## config.mk

```make
export PLATFORM = sky130hd
export DESIGN_NAME = asq_sequencer
export DESIGN_NICKNAME = d
export VERILOG_FILES = /design/src/inc/asq_pkg.sv /design/src/logic/asq_pin_sync.sv /design/src/logic/asq_sequencer.sv
export SDC_FILE = /design/constraint.sdc
export NUM_CORES = 2
export LEC_CHECK = 0
export ABC_AREA = 1
export BUFFER_PORTS_ARGS = -buffer_cell sky130_fd_sc_hd__buf_4
export CAP_MARGIN = 10
export CELL_PAD_IN_SITES_DETAIL_PLACEMENT = 1
export CELL_PAD_IN_SITES_GLOBAL_PLACEMENT = 2
export CORE_MARGIN = 5
export CORE_UTILIZATION = 44
export DETAILED_ROUTE_END_ITERATION = 6
export GPL_TIMING_DRIVEN = 1
export MAX_ROUTING_LAYER = met4
export PLACE_DENSITY_LB_ADDON = 0.1
export REMOVE_ABC_BUFFERS = 1
export SLEW_MARGIN = 25
export SYNTH_ARGS = -nofsm -noshare
export SYNTH_HDL_FRONTEND = slang
export SYNTH_SLANG_ARGS = --single-unit
```

## constraint.sdc

```tcl
create_clock -name clk_sys -period 4.53 [get_ports clk_sys]
set_input_delay 0.6795 -clock clk_sys [delete_from_list [all_inputs] [get_ports clk_sys]]
set_output_delay 0.6795 -clock clk_sys [all_outputs]
set_load 0.02 [all_outputs]
```

## src/inc/asq_pkg.sv

```systemverilog
package asq_pkg;

    // Serial command word layout
    localparam int FRAME_BITS = 16;
    localparam int CMD_WRITE_BIT = 15;
    localparam int ADDR_MSB = 14;
    localparam int ADDR_LSB = 9;
    localparam int DATA_MSB = 8;
    localparam int DATA_LSB = 0;
    localparam logic [15:0] EXIT_REG_MODE_WORD = 16'h8000;
    localparam logic [15:0] NOP_WORD = 16'h0000;

    // Register map
    localparam logic [5:0] ADDR_EXIT = 6'h00;
    localparam logic [5:0] ADDR_CONFIG = 6'h02;
    localparam logic [5:0] ADDR_CHANNEL = 6'h03;
    localparam logic [5:0] ADDR_STACK_BASE = 6'h20;
    localparam logic [8:0] REG_RESET_VAL = 9'h000;
    localparam logic [8:0] RANGE_RESET_VAL = 9'h0FF;
    localparam logic [5:0] ADDR_RANGE_FIRST = 6'h04;
    localparam logic [5:0] ADDR_RANGE_LAST = 6'h07;

    // Configuration register fields
    localparam int CFG_BURST_BIT = 6;
    localparam int CFG_SEQUENCER_ENABLE_BIT = 5;

    // Channel register and stack register fields
    localparam int SEL_A_LSB = 0;
    localparam int SEL_B_LSB = 4;
    localparam int SEL_W = 4;
    localparam int STACK_LAST_BIT = 8;

    // Sequencer geometry
    localparam int STACK_DEPTH = 32;
    localparam int STEP_W = 5;
    localparam int NUM_REGS = 64;

    // Cycles after reset release before straps are taken (sync latency)
    localparam logic [1:0] STRAP_DELAY = 2'h3;

    typedef struct packed {
        logic [15:0] a;
        logic [15:0] b;
    } asq_pair_t;

    typedef struct packed {
        logic [SEL_W-1:0] a;
        logic [SEL_W-1:0] b;
    } asq_sel_t;

    typedef enum logic [1:0] {
        ST_IDLE = 2'h0,
        ST_START = 2'h1,
        ST_WAIT = 2'h3
    } asq_state_t;

endpackage

```

## src/logic/asq_pin_sync.sv

```systemverilog
`timescale 1ns/1ps
`default_nettype none
module asq_pin_sync #(
    parameter logic RST_VAL = 1'b0
) (
    // Clocking
    input wire logic clk_sys,
    input wire logic rst_n,
    input wire logic ce,
    // Pin and its settled level
    input wire logic pin_in,
    output logic level
);
    logic s1;
    logic s2;
    logic s3;

    // Stages run through reset so straps have settled by release
    always_ff @(posedge clk_sys)
    begin
        if (ce)
        begin
            s1 <= pin_in;
            s2 <= s1;
            s3 <= s2;
        end
    end

    // Level changes only once two stages agree, filtering one-cycle glitches
    always_ff @(posedge clk_sys)
    begin
        if (!rst_n)
            level <= RST_VAL;
        else if (ce && s2 == s3)
            level <= s3;
    end
endmodule // asq_pin_sync
`default_nettype wire

```

## src/logic/asq_sequencer.sv

```systemverilog
`timescale 1ns/1ps
`default_nettype none
module asq_sequencer
    import asq_pkg::*;
(
    // Clocking
    input wire logic clk_sys,
    input wire logic rst_n,
    input wire logic ce,
    // Mode and strap pins
    input wire logic hw_mode,
    input wire logic sequencer_enable,
    input wire logic burst_pin,
    input wire logic [2:0] channel_range_select,
    input wire logic partial_reset,
    // Host serial link and convert start
    input wire logic cs_n,
    input wire logic sclk,
    input wire logic sdi,
    input wire logic convert_start,
    output logic serial_out_a,
    output logic serial_out_b,
    output logic serial_oe,
    output logic busy,
    // Converter core
    output logic conv_req,
    output logic [SEL_W-1:0] a_channel_select,
    output logic [SEL_W-1:0] b_channel_select,
    input wire logic conv_done,
    input wire asq_pair_t conv_result
);
    logic cs_n_s, sclk_s, sdi_s, cst_s, pr_s, seq_pin_s, burst_pin_s, hw_mode_s;
    logic [2:0] range_s;
    logic cs_n_q, sclk_q, cst_q, pr_q;

    asq_pin_sync #(.RST_VAL(1'b1)) u_cs (.clk_sys(clk_sys), .rst_n(rst_n), .ce(ce),
        .pin_in(cs_n), .level(cs_n_s));
    asq_pin_sync u_sclk (.clk_sys(clk_sys), .rst_n(rst_n), .ce(ce),
        .pin_in(sclk), .level(sclk_s));
    asq_pin_sync u_sdi (.clk_sys(clk_sys), .rst_n(rst_n), .ce(ce),
        .pin_in(sdi), .level(sdi_s));
    asq_pin_sync u_cst (.clk_sys(clk_sys), .rst_n(rst_n), .ce(ce),
        .pin_in(convert_start), .level(cst_s));
    asq_pin_sync u_pr (.clk_sys(clk_sys), .rst_n(rst_n), .ce(ce),
        .pin_in(partial_reset), .level(pr_s));
    asq_pin_sync u_seq (.clk_sys(clk_sys), .rst_n(rst_n), .ce(ce),
        .pin_in(sequencer_enable), .level(seq_pin_s));
    asq_pin_sync u_bst (.clk_sys(clk_sys), .rst_n(rst_n), .ce(ce),
        .pin_in(burst_pin), .level(burst_pin_s));
    asq_pin_sync u_hwm (.clk_sys(clk_sys), .rst_n(rst_n), .ce(ce),
        .pin_in(hw_mode), .level(hw_mode_s));

    genvar gi;
    generate
        for (gi = 0; gi < 3; gi++)
        begin : g_range
            asq_pin_sync u_rng (.clk_sys(clk_sys), .rst_n(rst_n), .ce(ce),
                .pin_in(channel_range_select[gi]), .level(range_s[gi]));
        end
    endgenerate

    always_ff @(posedge clk_sys)
    begin
        if (!rst_n)
        begin
            cs_n_q <= 1'b1;
            sclk_q <= 1'b0;
            cst_q <= 1'b0;
            pr_q <= 1'b0;
        end
        else if (ce)
        begin
            cs_n_q <= cs_n_s;
            sclk_q <= sclk_s;
            cst_q <= cst_s;
            pr_q <= pr_s;
        end
    end

    wire logic cs_fall = ce && cs_n_q && !cs_n_s;
    wire logic sclk_rise = ce && !cs_n_s && sclk_s && !sclk_q;
    wire logic cst_rise = ce && cst_s && !cst_q;
    wire logic pr_rise = ce && pr_s && !pr_q;

    // Straps: caught once the synchronisers have settled after release
    logic [1:0] strap_cnt;
    logic strap_done, hw_seq_en, hw_burst, hw_mode_q;
    logic [2:0] hw_range, range_pend;
    always_ff @(posedge clk_sys)
    begin
        if (!rst_n)
        begin
            strap_cnt <= 2'h0;
            strap_done <= 1'b0;
            hw_seq_en <= 1'b0;
            hw_burst <= 1'b0;
            hw_mode_q <= 1'b0;
        end
        else if (ce && !strap_done)
        begin
            strap_cnt <= strap_cnt + 2'h1;
            if (strap_cnt == STRAP_DELAY)
            begin
                strap_done <= 1'b1;
                hw_mode_q <= hw_mode_s;
                hw_seq_en <= seq_pin_s;
                hw_burst <= seq_pin_s && burst_pin_s;
            end
        end
    end

    // Register file and serial command handling
    logic [8:0] regs [NUM_REGS];
    logic [15:0] shift_in;
    logic [15:0] shift_a, shift_b;
    logic [4:0] bit_cnt;
    logic frame_done;
    logic reg_mode;
    logic [5:0] prev_addr;
    logic [STEP_W-1:0] rd_idx;
    asq_pair_t res_buf [STACK_DEPTH];

    wire logic [15:0] next_word = {shift_in[14:0], sdi_s};
    wire logic word_end = sclk_rise && bit_cnt == 5'(FRAME_BITS - 1);
    wire logic [5:0] cmd_addr = next_word[ADDR_MSB:ADDR_LSB];
    wire logic cmd_write = next_word[CMD_WRITE_BIT];
    wire logic sw_cmd = word_end && !hw_mode_q;

    always_ff @(posedge clk_sys)
    begin
        if (!rst_n)
        begin
            bit_cnt <= 5'h00;
            shift_in <= 16'h0000;
            frame_done <= 1'b0;
        end
        else if (ce)
        begin
            frame_done <= word_end;
            if (cs_fall || word_end)
                bit_cnt <= 5'h00;
            else if (sclk_rise)
                bit_cnt <= bit_cnt + 5'h01;
            if (sclk_rise)
                shift_in <= next_word;
        end
    end

    always_ff @(posedge clk_sys)
    begin
        if (!rst_n)
        begin
            for (int i = 0; i < NUM_REGS; i++)
                regs[i] <= (6'(i) >= ADDR_RANGE_FIRST && 6'(i) <= ADDR_RANGE_LAST) ?
                    RANGE_RESET_VAL : REG_RESET_VAL;
        end
        else if (sw_cmd && cmd_write)
            regs[cmd_addr] <= next_word[DATA_MSB:DATA_LSB];
    end

    always_ff @(posedge clk_sys)
    begin
        if (!rst_n)
        begin
            reg_mode <= 1'b0;
            prev_addr <= 6'h00;
        end
        else if (sw_cmd)
        begin
            prev_addr <= cmd_addr;
            if (next_word == EXIT_REG_MODE_WORD)
                reg_mode <= 1'b0;
            else if (next_word != NOP_WORD)
                reg_mode <= 1'b1;
        end
    end

    // Outgoing word loaded at chip select fall and after every frame
    always_ff @(posedge clk_sys)
    begin
        if (!rst_n)
        begin
            shift_a <= 16'h0000;
            shift_b <= 16'h0000;
            serial_oe <= 1'b0;
        end
        else if (ce)
        begin
            serial_oe <= !cs_n_s;
            if (cs_fall || frame_done)
            begin
                if (reg_mode)
                begin
                    shift_a <= {1'b0, 6'h00, regs[prev_addr]};
                    shift_b <= {1'b0, 6'h00, regs[prev_addr]};
                end
                else
                begin
                    shift_a <= res_buf[rd_idx].a;
                    shift_b <= res_buf[rd_idx].b;
                end
            end
            else if (sclk_rise)
            begin
                shift_a <= {shift_a[14:0], 1'b0};
                shift_b <= {shift_b[14:0], 1'b0};
            end
        end
    end
    assign serial_out_a = shift_a[15];
    assign serial_out_b = shift_b[15];

    // Sequencer configuration
    wire logic [8:0] cfg = regs[ADDR_CONFIG];
    wire logic seq_en = hw_mode_q ? hw_seq_en : cfg[CFG_SEQUENCER_ENABLE_BIT];
    wire logic burst_en = hw_mode_q ? hw_burst :
        (cfg[CFG_BURST_BIT] && cfg[CFG_SEQUENCER_ENABLE_BIT]);
    logic [STEP_W-1:0] step;
    wire logic [8:0] stack_ent = regs[ADDR_STACK_BASE + 6'(step)];
    wire logic last_step = !seq_en ? 1'b1 :
        hw_mode_q ? (step == STEP_W'(hw_range)) :
        stack_ent[STACK_LAST_BIT];

    asq_sel_t next_sel;
    always_comb
    begin
        next_sel.a = regs[ADDR_CHANNEL][SEL_A_LSB +: SEL_W];
        next_sel.b = regs[ADDR_CHANNEL][SEL_B_LSB +: SEL_W];
        if (hw_mode_q)
        begin
            next_sel.a = seq_en ? SEL_W'(step) : 4'h0;
            next_sel.b = seq_en ? SEL_W'(step) : 4'h0;
        end
        else if (seq_en)
        begin
            next_sel.a = stack_ent[SEL_A_LSB +: SEL_W];
            next_sel.b = stack_ent[SEL_B_LSB +: SEL_W];
        end
    end

    // Conversion control
    asq_state_t state;
    logic [STEP_W-1:0] seq_cnt;
    wire logic store = ce && state == ST_WAIT && conv_done;

    always_ff @(posedge clk_sys)
    begin
        if (!rst_n)
        begin
            state <= ST_IDLE;
            busy <= 1'b0;
            conv_req <= 1'b0;
            seq_cnt <= '0;
            a_channel_select <= 4'h0;
            b_channel_select <= 4'h0;
        end
        else if (ce)
        begin
            conv_req <= 1'b0;
            case (state)
                ST_IDLE:
                    if (cst_rise && strap_done)
                    begin
                        state <= ST_START;
                        busy <= 1'b1;
                        seq_cnt <= '0;
                    end
                ST_START:
                begin
                    conv_req <= 1'b1;
                    a_channel_select <= next_sel.a;
                    b_channel_select <= next_sel.b;
                    state <= ST_WAIT;
                end
                ST_WAIT:
                    if (conv_done)
                    begin
                        seq_cnt <= seq_cnt + 1'b1;
                        if (burst_en && !last_step)
                            state <= ST_START;
                        else
                        begin
                            state <= ST_IDLE;
                            busy <= 1'b0;
                        end
                    end
                default:
                    state <= ST_IDLE;
            endcase
        end
    end

    // Results kept in conversion order for burst readback
    always_ff @(posedge clk_sys)
    begin
        if (!rst_n)
        begin
            for (int i = 0; i < STACK_DEPTH; i++)
                res_buf[i] <= '0;
        end
        else if (store)
            res_buf[seq_cnt] <= conv_result;
    end

    always_ff @(posedge clk_sys)
    begin
        if (!rst_n)
            rd_idx <= '0;
        else if (store)
            rd_idx <= '0;
        // Advance at word end so a held select reloads the next result
        else if (word_end && !reg_mode)
            rd_idx <= rd_idx + 1'b1;
    end

    // Step pointer; partial reset touches nothing else
    always_ff @(posedge clk_sys)
    begin
        if (!rst_n)
            step <= '0;
        else if (pr_rise)
            step <= '0;
        else if (store && seq_en)
            step <= last_step ? '0 : step + 1'b1;
    end

    // Range pins seen during the last busy apply to the next sequence
    always_ff @(posedge clk_sys)
    begin
        if (!rst_n)
        begin
            hw_range <= 3'h0;
            range_pend <= 3'h0;
        end
        else if (ce)
        begin
            if (!strap_done)
                hw_range <= range_s;
            else if (store && last_step)
                hw_range <= range_pend;
            if (busy)
                range_pend <= range_s;
        end
    end
endmodule // asq_sequencer
`default_nettype wire

```

# [Word level (Yosys, flattened, before mapping)]
# Memories as Yosys holds them, arrays and structs flattened. A register that Yosys moved wholly into a read port is not among the register bits.
# Cells that the tools add are included.
[totals] reg_bits=148 ram_bits=1600 input_bits=47 out_inout_bits=13 mem_count=2
[mem_list] memory="res_buf" depth=32 word_bits=32 read_ports=1 rd_ports_with_merged_regs=1 wr=32 line_no="asq_sequencer.sv:121" rtl="asq_pair_t res_buf [STACK_DEPTH];"
[mem_list] memory="regs" depth=64 word_bits=9 read_ports=4 rd_ports_with_merged_regs=1 wr=64 line_no="asq_sequencer.sv:113" rtl="logic [8:0] regs [NUM_REGS];"
[op_classes] n_addsub=6 n_eq_ne=21 muxes=49 bitwise=1 n_reduce_logical=64
[op_table] op="16-bit 2-to-1 mux" count=6
[op_table] op="5-bit 2-to-1 mux" count=8
[op_table] op="1-bit logical AND" count=33
[op_table] op="32-bit 2-to-1 mux" count=1
[op_table] op="32-bit OR reduction" count=1
[op_table] op="5-bit by 1-bit adder with 5-bit output (second input constant)" count=4
[op_table] op="1-bit 2-to-1 mux" count=20
[op_table] op="6-bit 2-to-1 mux" count=3
[op_table] op="16-bit equality test (second input constant)" count=1
[op_table] op="8-bit 2-to-1 mux" count=2
[op_table] op="2-bit AND reduction" count=8
[op_table] op="16-bit nonzero test" count=1
[op_table] op="1-bit equality test" count=11
[op_table] op="5-bit case mux with 2 select lines" count=1
[op_table] op="9-bit 2-to-1 mux" count=1
[op_table] op="9-bit OR reduction" count=1
[op_table] op="1-bit zero test" count=8
[op_table] op="2-bit nonzero test" count=4
[op_table] op="6-bit by 5-bit adder with 6-bit output (first input constant)" count=1
[op_table] op="3-bit 2-to-1 mux" count=2
[op_table] op="2-bit != test (second input constant)" count=3
[op_table] op="2-bit case mux with 3 select lines" count=1
[op_table] op="5-bit by 3-bit equality test with 1-bit output" count=1
[op_table] op="5-bit by 4-bit equality test with 1-bit output (second input constant)" count=1
[op_table] op="other kinds (14)" count=18

# [Logic depth before layout (Yosys ltp)]
[logic_depth] word_depth=12 mapped_depth=16 ltp_nobuf=13

# [Modules after synthesis]
# From an unflattened synthesis, not the netlist that was laid out.
[hier_totals] hier_cells=8573 hier_area_um2=80554.8
[by_module_without_submodules] module="asq_sequencer" instances=1 cells_each=8430 area_each_um2=78915.7 seq_area_each_um2=50348.3
[by_module_without_submodules] module="asq_pin_sync at g_range[0].u_rng ..." instances=10 cells_each=13 area_each_um2=148.9 seq_area_each_um2=110.1
[by_module_without_submodules] module="asq_pin_sync at u_cs" instances=1 cells_each=13 area_each_um2=150.1 seq_area_each_um2=110.1

# [Worst setup path after synthesis]
# No wires, ideal clock.
[synth_path] path_type="input to register" from="in ce" to="mem res_buf[0][0] (netlist name), enable pin" setup_ps=389 t_arrival_ps=2714 setup_slack_ps=1426 stages=8 n_path_buf=2 path_cell_list="clkbuf_1 > nand2_1 > nor2_1 > nand2_1 > nor2_1 > nand2_1 > clkbuf_1 > nand2_1"
[synth_lines] element="start: declaration" line_no="asq_sequencer.sv:9" rtl="input wire logic ce,"
[synth_lines] element="end: declaration" line_no="asq_sequencer.sv:121"

==> results.yml <==
placed_design:
  placed_area_um2: 83500
  dp.cells: 10500
  gp_congestion: 0.885
  dpl.hpwl_mm: 181
  numPortBuffers: 59
clock_network:
  cts_tree: "built"
  clk_pin_slew_ns: 0.06
  worstSkewPairLatency_ns: 0.84
  numCtsBuffers: 193
  htree_levels: 4
  clock-sinks: 1759
  clk_path_buf_depth: 3
  cts_resized: 0
  root_buffer: "clkbuf_16"
die:
  pin_count: 60
  rows: 156
  dieArea_um2: 191000
  fp.coreArea_um2: 181000
  die_h_um: 437
  fp.dieW_um: 437
  start_util: 0.443
logic_synthesis:
  ys.flop_type: "edfxtp_1"
  syn_inst: 8527
  synthArstFlopShare: 0
  synth_area_um2: 80100
  synth.ff_latch_count: 1759
  synth_warnings: 0
  ys_seq_area_frac: 0.643
  avgSynthCellArea_um2: 9.40
  synth_edf_count: 1633
  synth_cell_types: 36
sta:
  final_max_slew_viol_count: 0
  slew_headroom: 0.283
  fmax_mhz: 283
  setup-tns-final_ns: 0
  fin_skew_ns: 0.0378
  fin_crit_sh: 0.779
  finalCriticalPeriod_ns: 3.53
  setup_viol: 0
  hold_viol: 0
  rsz0062_at_grt: "no"
  worst_pin_slew_ns: 1.07
grt:
  grt_pass1_vias: 63400
  grt_max_degree: 154
  grt_usage: 0.310
  grt_antenna_before_repair: 5
  grt_overflow_total: 0
  grt_first_pass_wirelength_mm: 429
final_layout:
  final_cell_area_um2: 89600
  multi_input_area_um2: 25500
  register_area_um2: 51600
  layout-drive-gt1-share: 0.0785
  area_growth_pct: 11.8
  stdcell_count: 10900
  fill_cells: 20100
  fin_nets: 8403
critical_path:
  worst-endpoint-arrival_ns: 4.00
  crit_chain: "ha_1 -> inv_1 -> nor3_1 -> ha_1 -> nand2_1 -> nor2_1 -> and2_1 -> inv_1 -> nor2_4 -> inv_1 -> nor3_2 -> buf_4 -> nand2_2 -> nand2_1"
  critPathMaxFanout: 10
  endpoint: "regs[33][8]$_SDFFCE_PN0P_"
  r2r_cells: 14
  critPathMaxStageDelay_ns: 0.38
  worstSetupEndpointType: "register"
  critical_path.top_delay_family: "simple AND/OR/NAND/NOR gates"
  worstSetupPathType: "reg2reg"
  cp.buffers_inverters: 4
  cp_data_required_time_ns: 5.00
  regToRegStartpoint: "bit_cnt[0]$_SDFFE_PN0P_"
  cp_common_cell: "inv_1"
  r2r_setup_slack_ns: 1.00
  reg2reg_to: "regs[33][8]$_SDFFCE_PN0P_"
  crit_path_top_delay_cell: "dfxtp_1"
  cp-startpoint: "bit_cnt[0]$_SDFFE_PN0P_"
  cp-start-kind: "register"
  cp.depth: 14
power:
  vdd_ir_drop_max_mv: 0.341
  p_sw_frac: 0.228
  power_density_nw_per_um2: 393
  p_seq_frac: 0.528
  leakage_nw: 33.5
  pwr-share-clk: 0.432
  total_power_mw: 35.2
  p_switching_mw: 8.02
  p_int_mw: 27.2
  comb_power_share: 0.040
route:
  firstDrtPassIters: 6
  viasPerCell: 5.93
  detail-route-antenna-nets: 0
  via_count: 64500
  avgRoutedWirePerCell_um: 27.1
  drcViolationCount: 0
  drt_iter0_markers: 7260
  wl_mm: 295
min_path:
  min_path_type: "in2reg"
job:
  drv_cap: 0
run_status:
  outcome: "finished clean"
## flip-flops by register name, summed over array words and instances (netlist names), 4 cells and up, named ones only
| name | cells |
|---|---|
| b_channel_select | 4 |
| regs | 576 |
| step | 5 |
| shift_in | 15 |
| a_channel_select | 4 |
| prev_addr | 6 |
| res_buf | 1024 |
| shift_a | 16 |
| rd_idx | 5 |
| shift_b | 16 |
| bit_cnt | 5 |
| seq_cnt | 5 |
## how the worst min path moves through the flow
stage / startpoint / slack, ns / endpoint / cells past startpoint
finish: ce / 0.25 / sclk_q$_SDFFE_PN0P_ / 3
global route: ce / 0.22 / sclk_q$_SDFFE_PN0P_ / 3
CTS: ce / 0.19 / sclk_q$_SDFFE_PN0P_ / 3
detailed placement: u_hwm.s1$_DFFE_PP_ / 0.41 / u_hwm.s2$_DFFE_PP_ / 0
global placement: u_hwm.s1$_DFFE_PP_ / 0.42 / u_hwm.s2$_DFFE_PP_ / 0
floorplan: g_range[0].u_rng.s1$_DFFE_PP_ / 0.40 / g_range[0].u_rng.s2$_DFFE_PP_ / 0
## stage by stage
stage	util	worst slack, ns	hold WS [ns]
floorplan	-	-21.23	0.400
global placement	0.461	0.799	0.418
detailed placement	0.461	0.789	0.409
CTS	0.495	0.998	0.188
global route	0.495	0.739	0.222
finish	0.495	1.00	0.247
## power by group through the flow
stage	combinational (mW)	sequential [mW]	clock, mW
after global routing	1.50	18.6	16.1
final	1.41	18.6	15.2
after detailed placement	1.39	18.9	0
after floorplan	0.667	18.8	0
after CTS	1.40	18.6	15.4
after global placement	1.36	18.9	0
## cell usage in the layout, fill, tap and decap left out, types with 4 or more instances in the layout
master / n
a31oi_1: 6
dlygate4sd3_1: 11
o221ai_1: 12
nor3_1: 15
inv_1: 108
nand4_1: 15
nand2_2: 41
inv_6: 7
inv_2: 17
nor3_4: 4
bufinv_16: 7
ha_1: 9
clkinv_2: 28
o22ai_1: 157
a21oi_1: 133
nand2_1: 1717
dfxtp_4: 7
edfxtp_1: 1633
nor2_1: 2206
clkinv_1: 54
clkbuf_1: 52
nor3_2: 7
dfxtp_1: 116
buf_12: 39
buf_4: 271
o21ai_0: 631
o211ai_1: 87
clkbuf_16: 195
nand3_1: 861
clkbuf_8: 15
## cell usage after synthesis (3+ instances only)
| cell type | number | area [um^2] |
|---|---|---|
| edfxtp_1 | 1633 | 49000 |
| a31oi_1 | 7 | 43.8 |
| inv_2 | 9 | 33.8 |
| buf_1 | 54 | 203 |
| o21ai_0 | 631 | 3160 |
| o211ai_1 | 87 | 653 |
| o221ai_1 | 12 | 105 |
| inv_1 | 121 | 454 |
| nor3_1 | 24 | 120 |
| ha_1 | 9 | 113 |
| nand3_1 | 861 | 4310 |
| dfxtp_1 | 126 | 2520 |
| nand2_2 | 23 | 144 |
| nand4_1 | 15 | 93.8 |
| nand2_1 | 1735 | 6510 |
| clkbuf_1 | 642 | 2410 |
| o22ai_1 | 157 | 982 |
| a21oi_1 | 133 | 666 |
| clkinv_1 | 16 | 60.1 |
| xnor2_1 | 3 | 26.3 |
| or2_2 | 3 | 18.8 |
| nor2_1 | 2208 | 8290 |
## cell families (layout without fill, tap and decap cells)
logic type	after synthesis	in the layout	share of synthesized area
AND/OR/NAND/NOR	4878	4878	0.244
XOR/XNOR	5	5	0.000547
other	0	1	0
buffers and inverters	843	822	0.0395
adder cells (fa/ha/maj)	9	9	0.00141
flip-flops	1759	1759	0.643
AO/OA/AOI/OAI	1033	1033	0.0706
## layout make-up
type,count,share of cell area
clock buffers,263,0.0590
flip-flops and latches,1759,0.576
well taps,2370,0.0331
multi-input cells,5925,0.285
inverters,146,0.00648
clock inverters,91,0.00782
diodes,1,0.0000279
repair buffers,322,0.0328
## worst reg2reg max path, cell delays in order (launching register included)
cell and delay (ns):
dfxtp_1 0.38, ha_1 0.19, inv_1 0.06, nor3_1 0.13
ha_1 0.18, nand2_1 0.13, nor2_1 0.19, and2_1 0.16
inv_1 0.08, nor2_4 0.31, inv_1 0.23, nor3_2 0.30
buf_4 0.29, nand2_2 0.18, nand2_1 0.38
## per-layer routing
metal | global-route usage | up-vias | share of wire
met2 | 0.463 | 2525 | 0.45
met3 | 0.0530 | 435 | 0.083
met4 | 0.0817 | 0 | 0.028
li1 | - | 28600 | -
met1 | 0.442 | 33000 | 0.44
met5 | - | - | 0
## timing repair
action	4_1_cts	5_1_grt
buffers inserted	0	0
hold buffers	11	0
hold endpoints to repair	11	0
Power figures use the tool's default switching activity.
